--- src/rtl/lioenc_defines.svh ---
// Purpose: Constants for the line I/O and encoder unit
// Assumes: 100 MHz core clock
// Notes: Offsets-free block, all settings arrive on ports
`ifndef LIOENC_DEFINES_SVH
`define LIOENC_DEFINES_SVH

// Clock period and one microsecond, in ns
`define LIOENC_CLK_PERIOD_NS 10
`define LIOENC_US_NS 1000
// Cycles per microsecond tick
`define LIOENC_CYC_PER_US (`LIOENC_US_NS / `LIOENC_CLK_PERIOD_NS)
// Position counter upper bound
`define LIOENC_POS_MAX 20'hF423F
// Divider range
`define LIOENC_DIV_MIN 8'h01
`define LIOENC_DIV_MAX 8'hC8
// Four-phase input filter: count end value, a phase pair must stand 5 cycles
`define LIOENC_FILT_CYC 2'h3
// Mask time upper bound in microseconds
`define LIOENC_MASK_MAX_US 17'h186A0

`endif

--- src/rtl/lioenc_pkg.sv ---
// Purpose: Types for the line I/O and encoder unit
// Assumes: Constants live in lioenc_defines.svh
// Notes: Enumerations follow the setting choices in order
package lioenc_pkg;

  // Line chosen by the line selector
  typedef enum logic [2:0] {
    LIOENC_LIN1 = 3'h0, LIOENC_LIN2 = 3'h1, LIOENC_LIN3 = 3'h2,
    LIOENC_LOUT1 = 3'h3, LIOENC_LOUT2 = 3'h4
  } lioenc_line_t;

  // Output line sources
  typedef enum logic [2:0] {
    LIOENC_OSRC_OFF = 3'h0, LIOENC_OSRC_ACQ = 3'h1,
    LIOENC_OSRC_FRAME = 3'h2, LIOENC_OSRC_EXPO = 3'h3,
    LIOENC_OSRC_ENC = 3'h4, LIOENC_OSRC_IN1 = 3'h5,
    LIOENC_OSRC_IN2 = 3'h6, LIOENC_OSRC_IN3 = 3'h7
  } lioenc_osrc_t;

  // Encoder phase sources
  typedef enum logic [1:0] {
    LIOENC_ESRC_OFF = 2'h0, LIOENC_ESRC_IN1 = 2'h1,
    LIOENC_ESRC_IN2 = 2'h2, LIOENC_ESRC_IN3 = 2'h3
  } lioenc_esrc_t;

  // Encoder decode modes
  typedef enum logic {
    LIOENC_EMODE_FOUR = 1'h0, LIOENC_EMODE_HIRES = 1'h1
  } lioenc_emode_t;

  // Encoder output modes
  typedef enum logic [2:0] {
    LIOENC_EOUT_OFF = 3'h0, LIOENC_EOUT_POS_UP = 3'h1,
    LIOENC_EOUT_POS_DN = 3'h2, LIOENC_EOUT_DIR_UP = 3'h3,
    LIOENC_EOUT_DIR_DN = 3'h4, LIOENC_EOUT_MOTION = 3'h5
  } lioenc_eout_t;

  // Encoder reset sources
  typedef enum logic [3:0] {
    LIOENC_RSRC_OFF = 4'h0, LIOENC_RSRC_ACQ_END = 4'h1,
    LIOENC_RSRC_FRM_START = 4'h2, LIOENC_RSRC_FRM_END = 4'h3,
    LIOENC_RSRC_EXP_START = 4'h4, LIOENC_RSRC_EXP_END = 4'h5,
    LIOENC_RSRC_IN1 = 4'h6, LIOENC_RSRC_IN2 = 4'h7,
    LIOENC_RSRC_IN3 = 4'h8
  } lioenc_rsrc_t;

  // Encoder reset activations
  typedef enum logic [2:0] {
    LIOENC_RACT_RISE = 3'h0, LIOENC_RACT_FALL = 3'h1,
    LIOENC_RACT_ANY = 3'h2, LIOENC_RACT_HIGH = 3'h3,
    LIOENC_RACT_LOW = 3'h4
  } lioenc_ract_t;

  // Per-line setting write, applied to the selected line
  typedef struct packed {
    lioenc_line_t sel;
    logic inverter;
    lioenc_osrc_t source;
    logic [16:0] rise_mask_time;
    logic [16:0] fall_mask_time;
  } lioenc_line_cfg_t;

  // Encoder settings, held by software as levels
  typedef struct packed {
    lioenc_esrc_t src_a;
    lioenc_esrc_t src_b;
    lioenc_emode_t mode;
    logic [7:0] divider;
    lioenc_eout_t out_mode;
    lioenc_rsrc_t rst_src;
    lioenc_ract_t rst_act;
  } lioenc_enc_cfg_t;

  // Camera timing levels
  typedef struct packed {
    logic acq_active;
    logic frame_active;
    logic exposure_active;
  } lioenc_cam_t;

endpackage

--- src/rtl/lioenc_top.sv ---
// Purpose: Digital I/O lines and rotary encoder unit of a line camera
// Assumes: One 100 MHz clock; settings and camera levels are synchronous
// Notes: Only line pins are asynchronous and pass two flip-flops
//
// Notes on behaviour
// - Three inputs, two outputs, selector targets settings
// - Inverter setting flips selected input, default off
// - Output line driven from its chosen source
// - Four-phase mode: filtered, one count per cycle
// - High resolution: each transition counts, no filter
// - Divider 1 to 200 thins encoder pulses
// - Encoder output mode shows position, direction, motion
// - Selected reset source clears the position counter
// - Reset source qualified by edge or level
// - Position count readable, writable, 0 to 999999
// - Count captured into position_at_clear on reset
// - Software reset clears counter regardless of source
`include "lioenc_defines.svh"
module lioenc_top (
  input wire logic i_clk,
  input wire logic i_arst_n,
  input wire logic [2:0] i_line_pin,
  input wire logic i_line_wr,
  input wire lioenc_pkg::lioenc_line_cfg_t i_line_cfg,
  input wire lioenc_pkg::lioenc_enc_cfg_t i_enc_cfg,
  input wire lioenc_pkg::lioenc_cam_t i_cam,
  input wire logic i_enc_reset,
  input wire logic i_pos_wr,
  input wire logic [19:0] i_pos_wdata,
  output logic [1:0] o_line_out,
  output logic o_line_status,
  output logic o_line_direction,
  output logic [19:0] o_position,
  output logic [31:0] o_position_at_clear,
  output logic o_direction
);

  localparam int CycPerUs = `LIOENC_CYC_PER_US;

  ////////////////////////////////////////////////////////////////////////
  // Pick an input line by a one-based select, zero means off
  function automatic logic pick_line(input logic [1:0] sel,
                                     input logic [2:0] lines);
    pick_line = (sel == 2'h0) ? 1'b0 : lines[sel - 2'h1];
  endfunction

  // Quadrature step: bit 1 forward, bit 0 reverse, order A leads B
  function automatic logic [1:0] quad_dir(input logic [1:0] prev,
                                          input logic [1:0] cur);
    logic [1:0] nxt; // Forward successor of prev
    logic [1:0] bck; // Reverse successor of prev
    nxt = 2'h0;
    bck = 2'h0;
    case (prev)
      2'h0: nxt = 2'h2;
      2'h2: nxt = 2'h3;
      2'h3: nxt = 2'h1;
      default: nxt = 2'h0;
    endcase
    // Reverse order AB 00,01,11,10
    case (prev)
      2'h0: bck = 2'h1;
      2'h1: bck = 2'h3;
      2'h3: bck = 2'h2;
      default: bck = 2'h0;
    endcase
    quad_dir = {cur == nxt, cur == bck};
  endfunction

  ////////////////////////////////////////////////////////////////////////
  // Pin synchronisers, first stage read only by the second
  logic [2:0] sync1_q, sync2_q;
  always_ff @(posedge i_clk or negedge i_arst_n)
  begin
    if (!i_arst_n)
    begin
      sync1_q <= 3'h0;
      sync2_q <= 3'h0;
    end
    else
    begin
      sync1_q <= i_line_pin;
      sync2_q <= sync1_q;
    end
  end

  ////////////////////////////////////////////////////////////////////////
  // Per-line settings, written for the selected line
  logic [2:0] inv_q, inv_d; // Input inverters
  logic [16:0] rise_q [3], rise_d [3]; // Rise mask times, us
  logic [16:0] fall_q [3], fall_d [3]; // Fall mask times, us
  lioenc_pkg::lioenc_osrc_t src_q [2], src_d [2]; // Output sources
  logic [6:0] tick_q, tick_d; // Microsecond prescaler

  always_comb
  begin
    inv_d = inv_q;
    rise_d = rise_q;
    fall_d = fall_q;
    src_d = src_q;
    tick_d = (tick_q == 7'(CycPerUs - 1)) ? 7'h00 : tick_q + 7'h01;
    if (i_line_wr)
    begin
      if (i_line_cfg.sel <= lioenc_pkg::LIOENC_LIN3)
      begin
        // Input line: inverter and mask times apply
        inv_d[i_line_cfg.sel[1:0]] = i_line_cfg.inverter;
        rise_d[i_line_cfg.sel[1:0]] = i_line_cfg.rise_mask_time;
        fall_d[i_line_cfg.sel[1:0]] = i_line_cfg.fall_mask_time;
      end
      else if (i_line_cfg.sel == lioenc_pkg::LIOENC_LOUT1)
        src_d[0] = i_line_cfg.source;
      else if (i_line_cfg.sel == lioenc_pkg::LIOENC_LOUT2)
        src_d[1] = i_line_cfg.source;
    end
  end

  // Settings registers, all false or off after reset
  always_ff @(posedge i_clk or negedge i_arst_n)
  begin
    if (!i_arst_n)
    begin
      inv_q <= 3'h0;
      rise_q <= '{default: 17'h00000};
      fall_q <= '{default: 17'h00000};
      src_q <= '{default: lioenc_pkg::LIOENC_OSRC_OFF};
      tick_q <= 7'h00;
    end
    else
    begin
      inv_q <= inv_d;
      rise_q <= rise_d;
      fall_q <= fall_d;
      src_q <= src_d;
      tick_q <= tick_d;
    end
  end

  ////////////////////////////////////////////////////////////////////////
  // Inverter then edge mask on each input line
  logic [2:0] line_proc; // Processed input levels
  for (genvar g = 0; g < 3; g++)
  begin : g_in
    lioenc_mask u_mask (
      .i_clk(i_clk),
      .i_arst_n(i_arst_n),
      .i_level(sync2_q[g] ^ inv_q[g]),
      .i_tick(tick_q == 7'h00),
      .i_rise_mask_time(rise_q[g]),
      .i_fall_mask_time(fall_q[g]),
      .o_level(line_proc[g])
    );
  end

  ////////////////////////////////////////////////////////////////////////
  // Encoder phase filter and decode
  logic [1:0] ab_raw, ab_use, cand_q, cand_d, filt_q, filt_d, prev_q;
  logic [1:0] fcnt_q, fcnt_d, qd;
  logic hires, step_fwd, step_rev;

  always_comb
  begin
    ab_raw = {pick_line(i_enc_cfg.src_a, line_proc),
              pick_line(i_enc_cfg.src_b, line_proc)};
    hires = i_enc_cfg.mode == lioenc_pkg::LIOENC_EMODE_HIRES;
    cand_d = cand_q;
    filt_d = filt_q;
    fcnt_d = fcnt_q;
    // Pair must stand several cycles before it counts
    if (ab_raw != cand_q)
    begin
      cand_d = ab_raw;
      fcnt_d = 2'h0;
    end
    else if (fcnt_q == `LIOENC_FILT_CYC)
      filt_d = cand_q;
    else
      fcnt_d = fcnt_q + 2'h1;
    ab_use = hires ? ab_raw : filt_q;
    qd = quad_dir(prev_q, ab_use);
    if (hires)
    begin
      // Every transition counts
      step_fwd = qd[1];
      step_rev = qd[0];
    end
    else
    begin
      // One count per full four-state cycle
      step_fwd = qd[1] && prev_q == 2'h0;
      step_rev = qd[0] && prev_q == 2'h2 && ab_use == 2'h0;
    end
  end

  ////////////////////////////////////////////////////////////////////////
  // Reset source level and activation
  logic [8:0] rsrc_lvl;
  logic rst_lvl, rst_prev_q, rst_hit, rst_any;
  always_comb
  begin
    rsrc_lvl = {line_proc[2], line_proc[1], line_proc[0],
                ~i_cam.exposure_active, i_cam.exposure_active,
                ~i_cam.frame_active, i_cam.frame_active,
                ~i_cam.acq_active, 1'b0};
    rst_lvl = (i_enc_cfg.rst_src > lioenc_pkg::LIOENC_RSRC_IN3) ? 1'b0
              : rsrc_lvl[i_enc_cfg.rst_src];
    case (i_enc_cfg.rst_act)
      lioenc_pkg::LIOENC_RACT_RISE: rst_hit = rst_lvl & ~rst_prev_q;
      lioenc_pkg::LIOENC_RACT_FALL: rst_hit = ~rst_lvl & rst_prev_q;
      lioenc_pkg::LIOENC_RACT_ANY: rst_hit = rst_lvl ^ rst_prev_q;
      lioenc_pkg::LIOENC_RACT_HIGH: rst_hit = rst_lvl;
      lioenc_pkg::LIOENC_RACT_LOW: rst_hit = ~rst_lvl;
      default: rst_hit = 1'b0;
    endcase
    if (i_enc_cfg.rst_src == lioenc_pkg::LIOENC_RSRC_OFF)
      rst_hit = 1'b0;
    rst_any = rst_hit | i_enc_reset;
  end

  ////////////////////////////////////////////////////////////////////////
  // Position, capture, divider and encoder output
  logic [19:0] pos_q, pos_d;
  logic [31:0] clr_q, clr_d;
  logic [7:0] div_cnt_q, div_cnt_d, eff_div;
  logic dir_q, dir_d, divp_q, divp_d, divfwd_q, divfwd_d, eout_q, eout_d;

  always_comb
  begin
    pos_d = pos_q;
    clr_d = clr_q;
    dir_d = dir_q;
    div_cnt_d = div_cnt_q;
    divp_d = 1'b0;
    divfwd_d = divfwd_q;
    eff_div = (i_enc_cfg.divider < `LIOENC_DIV_MIN) ? `LIOENC_DIV_MIN
            : (i_enc_cfg.divider > `LIOENC_DIV_MAX) ? `LIOENC_DIV_MAX
            : i_enc_cfg.divider;
    if (rst_any)
    begin
      // Reset wins over a write and a count
      pos_d = 20'h00000;
      clr_d = {12'h000, pos_q};
    end
    else if (i_pos_wr)
      pos_d = (i_pos_wdata > `LIOENC_POS_MAX) ? `LIOENC_POS_MAX
            : i_pos_wdata;
    else if (step_fwd)
      pos_d = (pos_q == `LIOENC_POS_MAX) ? 20'h00000
            : pos_q + 20'h00001;
    else if (step_rev)
      pos_d = (pos_q == 20'h00000) ? `LIOENC_POS_MAX
            : pos_q - 20'h00001;
    if (step_fwd | step_rev)
    begin
      dir_d = step_fwd;
      // One output pulse per divider count of steps
      if (div_cnt_q + 8'h01 >= eff_div)
      begin
        div_cnt_d = 8'h00;
        divp_d = 1'b1;
        divfwd_d = step_fwd;
      end
      else
        div_cnt_d = div_cnt_q + 8'h01;
    end
    case (i_enc_cfg.out_mode)
      lioenc_pkg::LIOENC_EOUT_POS_UP: eout_d = divp_q & divfwd_q;
      lioenc_pkg::LIOENC_EOUT_POS_DN: eout_d = divp_q & ~divfwd_q;
      lioenc_pkg::LIOENC_EOUT_DIR_UP: eout_d = dir_q;
      lioenc_pkg::LIOENC_EOUT_DIR_DN: eout_d = ~dir_q;
      lioenc_pkg::LIOENC_EOUT_MOTION: eout_d = divp_q;
      default: eout_d = 1'b0;
    endcase
  end

  ////////////////////////////////////////////////////////////////////////
  // Output line and selected-line status next values
  logic [1:0] out_q, out_d;
  logic stat_q, stat_d, ldir_q, ldir_d;
  always_comb
  begin
    for (int i = 0; i < 2; i++)
    begin
      case (src_q[i])
        lioenc_pkg::LIOENC_OSRC_ACQ: out_d[i] = i_cam.acq_active;
        lioenc_pkg::LIOENC_OSRC_FRAME: out_d[i] = i_cam.frame_active;
        lioenc_pkg::LIOENC_OSRC_EXPO: out_d[i] = i_cam.exposure_active;
        lioenc_pkg::LIOENC_OSRC_ENC: out_d[i] = eout_q;
        lioenc_pkg::LIOENC_OSRC_IN1: out_d[i] = line_proc[0];
        lioenc_pkg::LIOENC_OSRC_IN2: out_d[i] = line_proc[1];
        lioenc_pkg::LIOENC_OSRC_IN3: out_d[i] = line_proc[2];
        default: out_d[i] = 1'b0;
      endcase
    end
    ldir_d = i_line_cfg.sel >= lioenc_pkg::LIOENC_LOUT1;
    case (i_line_cfg.sel)
      lioenc_pkg::LIOENC_LIN1: stat_d = line_proc[0];
      lioenc_pkg::LIOENC_LIN2: stat_d = line_proc[1];
      lioenc_pkg::LIOENC_LIN3: stat_d = line_proc[2];
      lioenc_pkg::LIOENC_LOUT1: stat_d = out_q[0];
      lioenc_pkg::LIOENC_LOUT2: stat_d = out_q[1];
      default: stat_d = 1'b0;
    endcase
  end

  // Register stage for encoder, filter and outputs
  always_ff @(posedge i_clk or negedge i_arst_n)
  begin
    if (!i_arst_n)
    begin
      cand_q <= 2'h0;
      filt_q <= 2'h0;
      fcnt_q <= 2'h0;
      prev_q <= 2'h0;
      rst_prev_q <= 1'b0;
      pos_q <= 20'h00000;
      clr_q <= 32'h00000000;
      dir_q <= 1'b1;
      div_cnt_q <= 8'h00;
      divp_q <= 1'b0;
      divfwd_q <= 1'b1;
      eout_q <= 1'b0;
      out_q <= 2'h0;
      stat_q <= 1'b0;
      ldir_q <= 1'b0;
    end
    else
    begin
      cand_q <= cand_d;
      filt_q <= filt_d;
      fcnt_q <= fcnt_d;
      prev_q <= ab_use;
      rst_prev_q <= rst_lvl;
      pos_q <= pos_d;
      clr_q <= clr_d;
      dir_q <= dir_d;
      div_cnt_q <= div_cnt_d;
      divp_q <= divp_d;
      divfwd_q <= divfwd_d;
      eout_q <= eout_d;
      out_q <= out_d;
      stat_q <= stat_d;
      ldir_q <= ldir_d;
    end
  end

  assign o_line_out = out_q;
  assign o_line_status = stat_q;
  assign o_line_direction = ldir_q;
  assign o_position = pos_q;
  assign o_position_at_clear = clr_q;
  assign o_direction = dir_q;

  ////////////////////////////////////////////////////////////////////////
  // Checks on the encoder and line outputs
  a_sw_clear_zero: assert property (@(posedge i_clk) disable iff (!i_arst_n)
    i_enc_reset |=> pos_q == 20'h00000)
    else $error("software reset did not clear position");
  a_capture_value: assert property (@(posedge i_clk) disable iff (!i_arst_n)
    rst_any |=> clr_q == {12'h000, $past(pos_q)})
    else $error("position_at_clear missed the count");
  a_pos_in_range: assert property (@(posedge i_clk) disable iff (!i_arst_n)
    pos_q <= `LIOENC_POS_MAX)
    else $error("position above its range");
  a_wrap_up: assert property (@(posedge i_clk) disable iff (!i_arst_n)
    (step_fwd && !rst_any && !i_pos_wr && pos_q == `LIOENC_POS_MAX)
    |=> pos_q == 20'h00000 && dir_q)
    else $error("forward step at top did not wrap");
  a_div_one_pass: assert property (@(posedge i_clk) disable iff (!i_arst_n)
    ((step_fwd || step_rev) && eff_div == 8'h01) |=> divp_q)
    else $error("divider one dropped a pulse");
  a_hires_step: assert property (@(posedge i_clk) disable iff (!i_arst_n)
    (hires && quad_dir(prev_q, ab_raw) == 2'h2 && !rst_any && !i_pos_wr
     && pos_q < `LIOENC_POS_MAX) |=> pos_q == $past(pos_q) + 20'h00001)
    else $error("high resolution transition not counted");
  a_eout_dir: assert property (@(posedge i_clk) disable iff (!i_arst_n)
    (i_enc_cfg.out_mode == lioenc_pkg::LIOENC_EOUT_DIR_UP)
    |=> eout_q == $past(dir_q))
    else $error("direction up output wrong");
  a_out_off: assert property (@(posedge i_clk) disable iff (!i_arst_n)
    (src_q[0] == lioenc_pkg::LIOENC_OSRC_OFF) |=> !o_line_out[0])
    else $error("line out one driven while off");

endmodule // lioenc_top

--- src/rtl/lioenc_mask.sv ---
// Purpose: Edge mask for one input line
// Assumes: i_level is already synchronised; i_tick pulses each microsecond
// Notes: Mask time resolves to whole microsecond ticks
`include "lioenc_defines.svh"
module lioenc_mask (
  input wire logic i_clk,
  input wire logic i_arst_n,
  input wire logic i_level,
  input wire logic i_tick,
  input wire logic [16:0] i_rise_mask_time,
  input wire logic [16:0] i_fall_mask_time,
  output logic o_level
);

  logic level_q, level_d; // Accepted level
  logic [16:0] cnt_q, cnt_d; // Remaining mask microseconds

  ////////////////////////////////////////////////////////////////////////
  // Next state: accept a change only when no mask runs
  always_comb
  begin
    level_d = level_q;
    cnt_d = cnt_q;
    if (cnt_q != 17'h00000)
    begin
      // Masking, count down on each tick
      if (i_tick)
        cnt_d = cnt_q - 17'h00001;
    end
    else if (i_level != level_q)
    begin
      // Qualifying edge, start the matching mask time
      level_d = i_level;
      cnt_d = i_level ? i_rise_mask_time : i_fall_mask_time;
    end
  end

  // Register stage
  always_ff @(posedge i_clk or negedge i_arst_n)
  begin
    if (!i_arst_n)
    begin
      level_q <= 1'b0;
      cnt_q <= 17'h00000;
    end
    else
    begin
      level_q <= level_d;
      cnt_q <= cnt_d;
    end
  end

  assign o_level = level_q;

  ////////////////////////////////////////////////////////////////////////
  // A masked rising edge holds the level for the following cycles
  a_mask_hold: assert property (@(posedge i_clk) disable iff (!i_arst_n)
    ($rose(level_q) && $past(i_rise_mask_time) > 17'h00001)
    |-> level_q [*8])
    else $error("line level changed inside rise mask time");

endmodule // lioenc_mask

--- config.mk ---
export PLATFORM = sky130hd
export DESIGN_NAME = lioenc_top
export DESIGN_NICKNAME = d
export VERILOG_FILES = /design/src/rtl/lioenc_pkg.sv /design/src/rtl/lioenc_top.sv /design/src/rtl/lioenc_mask.sv
export VERILOG_INCLUDE_DIRS = /design/src /design/src/rtl
export SDC_FILE = /design/constraint.sdc
export NUM_CORES = 1
export LEC_CHECK = 0
export ABC_CLOCK_PERIOD_IN_PS = 3000
export BUFFER_PORTS_ARGS = -buffer_cell sky130_fd_sc_hd__buf_2
export CAP_MARGIN = 25
export CORE_ASPECT_RATIO = 1.1
export CORE_UTILIZATION = 53
export DETAILED_ROUTE_END_ITERATION = 16
export HOLD_SLACK_MARGIN = 0.02
export PLACE_DENSITY = 0.76
export SKIP_CTS_REPAIR_TIMING = 1
export SYNTH_ARGS = -nofsm -noshare
export SYNTH_HDL_FRONTEND = slang
export SYNTH_SLANG_ARGS = --single-unit
--- constraint.sdc ---
create_clock -name i_clk -period 3 [get_ports i_clk]
set_input_delay 0.15 -clock i_clk [delete_from_list [all_inputs] [get_ports i_clk]]
set_output_delay 0.15 -clock i_clk [all_outputs]
set_load 0.02 [all_outputs]
==> flow_metrics.env <==
export IMPL_fin_cells=1862
export IMPL_antenna_found_initial=3
export IMPL_min_from="i_pos_wdata[5]"
export IMPL_ios=152
export IMPL_worstSkewPairLatency_ns=0.54
export IMPL_r2r_end="g_in[1].u_mask.cnt_q[10]$_DFFE_PN0P_"
export IMPL_nets=1652
export IMPL_rr_worst_depth=9
export IMPL_die_h_um=167
export IMPL_synth_cells=1293
export IMPL_final_area_um2=16200
export IMPL_skew_ns=0.0196
export IMPL_setup_viol=8
export IMPL_gr_usage_all_layers_pct=27.7
export IMPL_htree_levels=1
export IMPL_cts_sinks=243
export IMPL_endpoint_kind="flop"
export IMPL_drive_gt1_share_pct=28.6
export IMPL_maxCapViolCount=0
export IMPL_min_to="o_position[5]$_DFFE_PN0P_"
export IMPL_critPathMaxFanout=7
export IMPL_status="finished with violations"
export IMPL_syn_area_um2=13100
export IMPL_power_density_nw_per_um2=761
export IMPL_vias_per_cell=6.06
export IMPL_total_power_mw=12.3
export IMPL_hold_viol_final=0
export IMPL_ys_seq_area_share_pct=46.5
export IMPL_cts_tree="done"
export IMPL_avgSynthCellArea_um2=10.1
export IMPL_rsz0062_at_grt="true"
export IMPL_clkTransAtPathRegs_ns=0.06
export IMPL_portBuffers=139
export IMPL_gr_usage_met2_pct=48.1
export IMPL_first_iter_violations=781
export IMPL_grt_max_degree=81
export IMPL_arrival_ns=3.53
export IMPL_r2r_slack_ns=-0.11
export IMPL_postPlaceCellArea_um2=14600
export IMPL_core_area_um2=23900
export IMPL_hpwl_um=25000
export IMPL_min_period_over_period_pct=104
export IMPL_yosysTopAreaCell="dfrtp_1"
export IMPL_die_x_um=152
export IMPL_use_met3_pct=3.70
export IMPL_async_reset_ff_share_pct=100
export IMPL_required_ns=3.42
export IMPL_synth_top_area_share_pct=46.1
export IMPL_grt_pass1_vias=10900
export IMPL_synth_edff_count=0
export IMPL_max_slew_margin_rel_pct=49.8
export IMPL_final_setup_tns_ns=-0.489
export IMPL_wl_um=37100
export IMPL_wl_per_cell_um=19.9
export IMPL_grt_pass1_wl_um=56900
export IMPL_dieArea_um2=25300
export IMPL_busiest_layer="met2"
export IMPL_violations="setup timing"
export IMPL_drc=0
export IMPL_crit_type="flop to flop"
export IMPL_finish_utilization_pct=67.6
export IMPL_fmax_mhz=321
export IMPL_antenna_left=0
export IMPL_numCtsBuffers=25
export IMPL_clock_path_buffers=3
export IMPL_use_met1_pct=34.0
export IMPL_critPathLaunchType="flop"
export IMPL_layout_setup_ws_ns=-0.113
export IMPL_grt_overflow=0
export IMPL_syn2layout_area_growth_pct=23.6
export IMPL_vias=11300
export IMPL_hold_depth=3
export IMPL_synthTopCellsByArea="dfrtp_1 (46%), mux2_2 (11%), nand2_1 (4.2%)"
export IMPL_place_congestion=0.909
export IMPL_slew_violations=0
export IMPL_ys_warn_count=0
export IMPL_core_rowCount=59
export IMPL_crit_reg2reg_launch="g_in[1].u_mask.cnt_q[0]$_DFFE_PN0P_"
export IMPL_ys_flop_type="dfrtp_1"
export IMPL_ys_types=80
export IMPL_dpl_cell_count=1750
export IMPL_ys_ff_latch=243
export IMPL_p_leak_nw=7.33
export IMPL_drt_first_pass_iters=5
export IMPL_min_period_ns=3.11
export IMPL_initial_core_util_pct=54.7
export IMPL_cts_root_buf="clkbuf_16"
export IMPL_tightest_slew_ns=0.753
export IMPL_hold_path_class="input port to flop"
export IMPL_irDropWorstVdd_mv=0.614
## stage by stage
step	setup slack, ns	hold slack [ns]
after floorplan	-0.0740	-0.146
after global placement	-0.0451	0.190
after detailed placement	-0.126	0.192
after CTS	-0.169	-0.360
after global routing	-0.200	0.0379
final	-0.113	0.0215
## state kept, by name, indices dropped and copies added, names as in the netlist, 2 cells and up
register	flops
fall_q	51
g_in.u_mask.cnt_q	51
rise_q	51
o_position	20
o_position_at_clear	20
div_cnt_q	8
tick_q	7
src_q	6
g_in.u_mask.o_level	3
inv_q	3
sync1_q	3
sync2_q	3
cand_q	2
fcnt_q	2
filt_q	2
o_line_out	2
prev_q	2
## synth_stat cells (7+ instances only)
cell type	n
ha_1	22
xnor2_1	19
mux2i_1	42
clkbuf_1	56
nand3b_1	8
buf_4	13
o21ai_0	46
dfrtp_1	241
nand3_1	44
and3_1	13
a32oi_1	13
a21o_1	11
nand2b_1	11
nor4_1	16
a21oi_1	61
and2_1	8
nand4_1	13
o31ai_1	7
nand2_1	146
o22a_1	14
nor3_1	33
mux2_2	130
nor2_1	76
xor2_1	11
or4_1	10
inv_1	44
a31oi_1	16
nor3b_1	11
or3_1	16
a22oi_1	9
a211oi_1	7
## metal layers
layer | up-vias | part of all wire [%]
li1 | 5187 | -
met1 | 5515 | 38
met2 | 473 | 50
met3 | 104 | 6.5
met4 | 0 | 4.9
met5 | - | 0
## power by group
group / leakage, nW / switching, mW / internal, mW
registers: 3.04 / 0.712 / 4.08
clock network: 0.385 / 1.32 / 1.73
logic: 3.91 / 2.52 / 1.95
total: 7.33 / 4.55 / 7.76
## logic make-up after synthesis
| logic type | after synthesis | share of synthesized area (%) |
|---|---|---|
| buf+inv | 124 | 4.09 |
| flops | 243 | 46.5 |
| other cells | 1 | 0.0287 |
| simple gates | 437 | 16.8 |
| compound gates | 255 | 13.1 |
| mux | 181 | 15.4 |
| fa+ha+maj | 22 | 2.10 |
| xor+xnor | 30 | 2.01 |
## worst max-delay path: stages (launching register included)
cell	delay, ns
dfrtp_1	0.40
inv_2	0.08
ha_4	0.13
or3b_4	0.37
or4_4	0.52
or4_4	0.48
nor2_8	0.12
mux2_4	0.39
nor3_4	0.20
mux2_4	0.31
## cells in the final DEF (no fill, tap or decap), drive strengths merged, types with 12 or more instances in the layout
master       count
inv             45
mux2           137
nand3           44
ha              22
dfrtp          241
nor4            16
and3            13
conb            12
mux2i           42
xnor2           19
a32oi           13
a31oi           16
dlygate4sd3     60
nand4           13
o22a            14
buf            224
or3             16
clkbuf          37
a21oi           62
o21ai           52
nor2            77
nor3            34
or4             12
nand2          146
## how the worst max path moves through the flow
stage,from,cells past startpoint,endpoint
2_1_floorplan,g_in[1].u_mask.cnt_q[0]$_DFFE_PN0P_,9,g_in[1].u_mask.cnt_q[10]$_DFFE_PN0P_
3_3_place_gp,g_in[1].u_mask.cnt_q[1]$_DFFE_PN0P_,9,g_in[1].u_mask.cnt_q[10]$_DFFE_PN0P_
3_5_place_dp,g_in[1].u_mask.cnt_q[1]$_DFFE_PN0P_,9,g_in[1].u_mask.cnt_q[10]$_DFFE_PN0P_
4_1_cts,g_in[1].u_mask.cnt_q[1]$_DFFE_PN0P_,9,g_in[1].u_mask.cnt_q[15]$_DFFE_PN0P_
5_1_grt,g_in[1].u_mask.cnt_q[0]$_DFFE_PN0P_,9,g_in[1].u_mask.cnt_q[15]$_DFFE_PN0P_
6_report,g_in[1].u_mask.cnt_q[0]$_DFFE_PN0P_,9,g_in[1].u_mask.cnt_q[10]$_DFFE_PN0P_
## final cells by class
type	count	area, um^2
Multi-Input combinational cell	937	6740
Sequential cell	243	6080
Timing Repair Buffer	284	2010
Inverter	44	165
Clock inverter	9	82.6
Fill cell	1787	7740
Clock buffer	37	711
Tap cell	305	382
Antenna cell	3	7.51
Note: power is estimated with default switching activity, not from simulation.
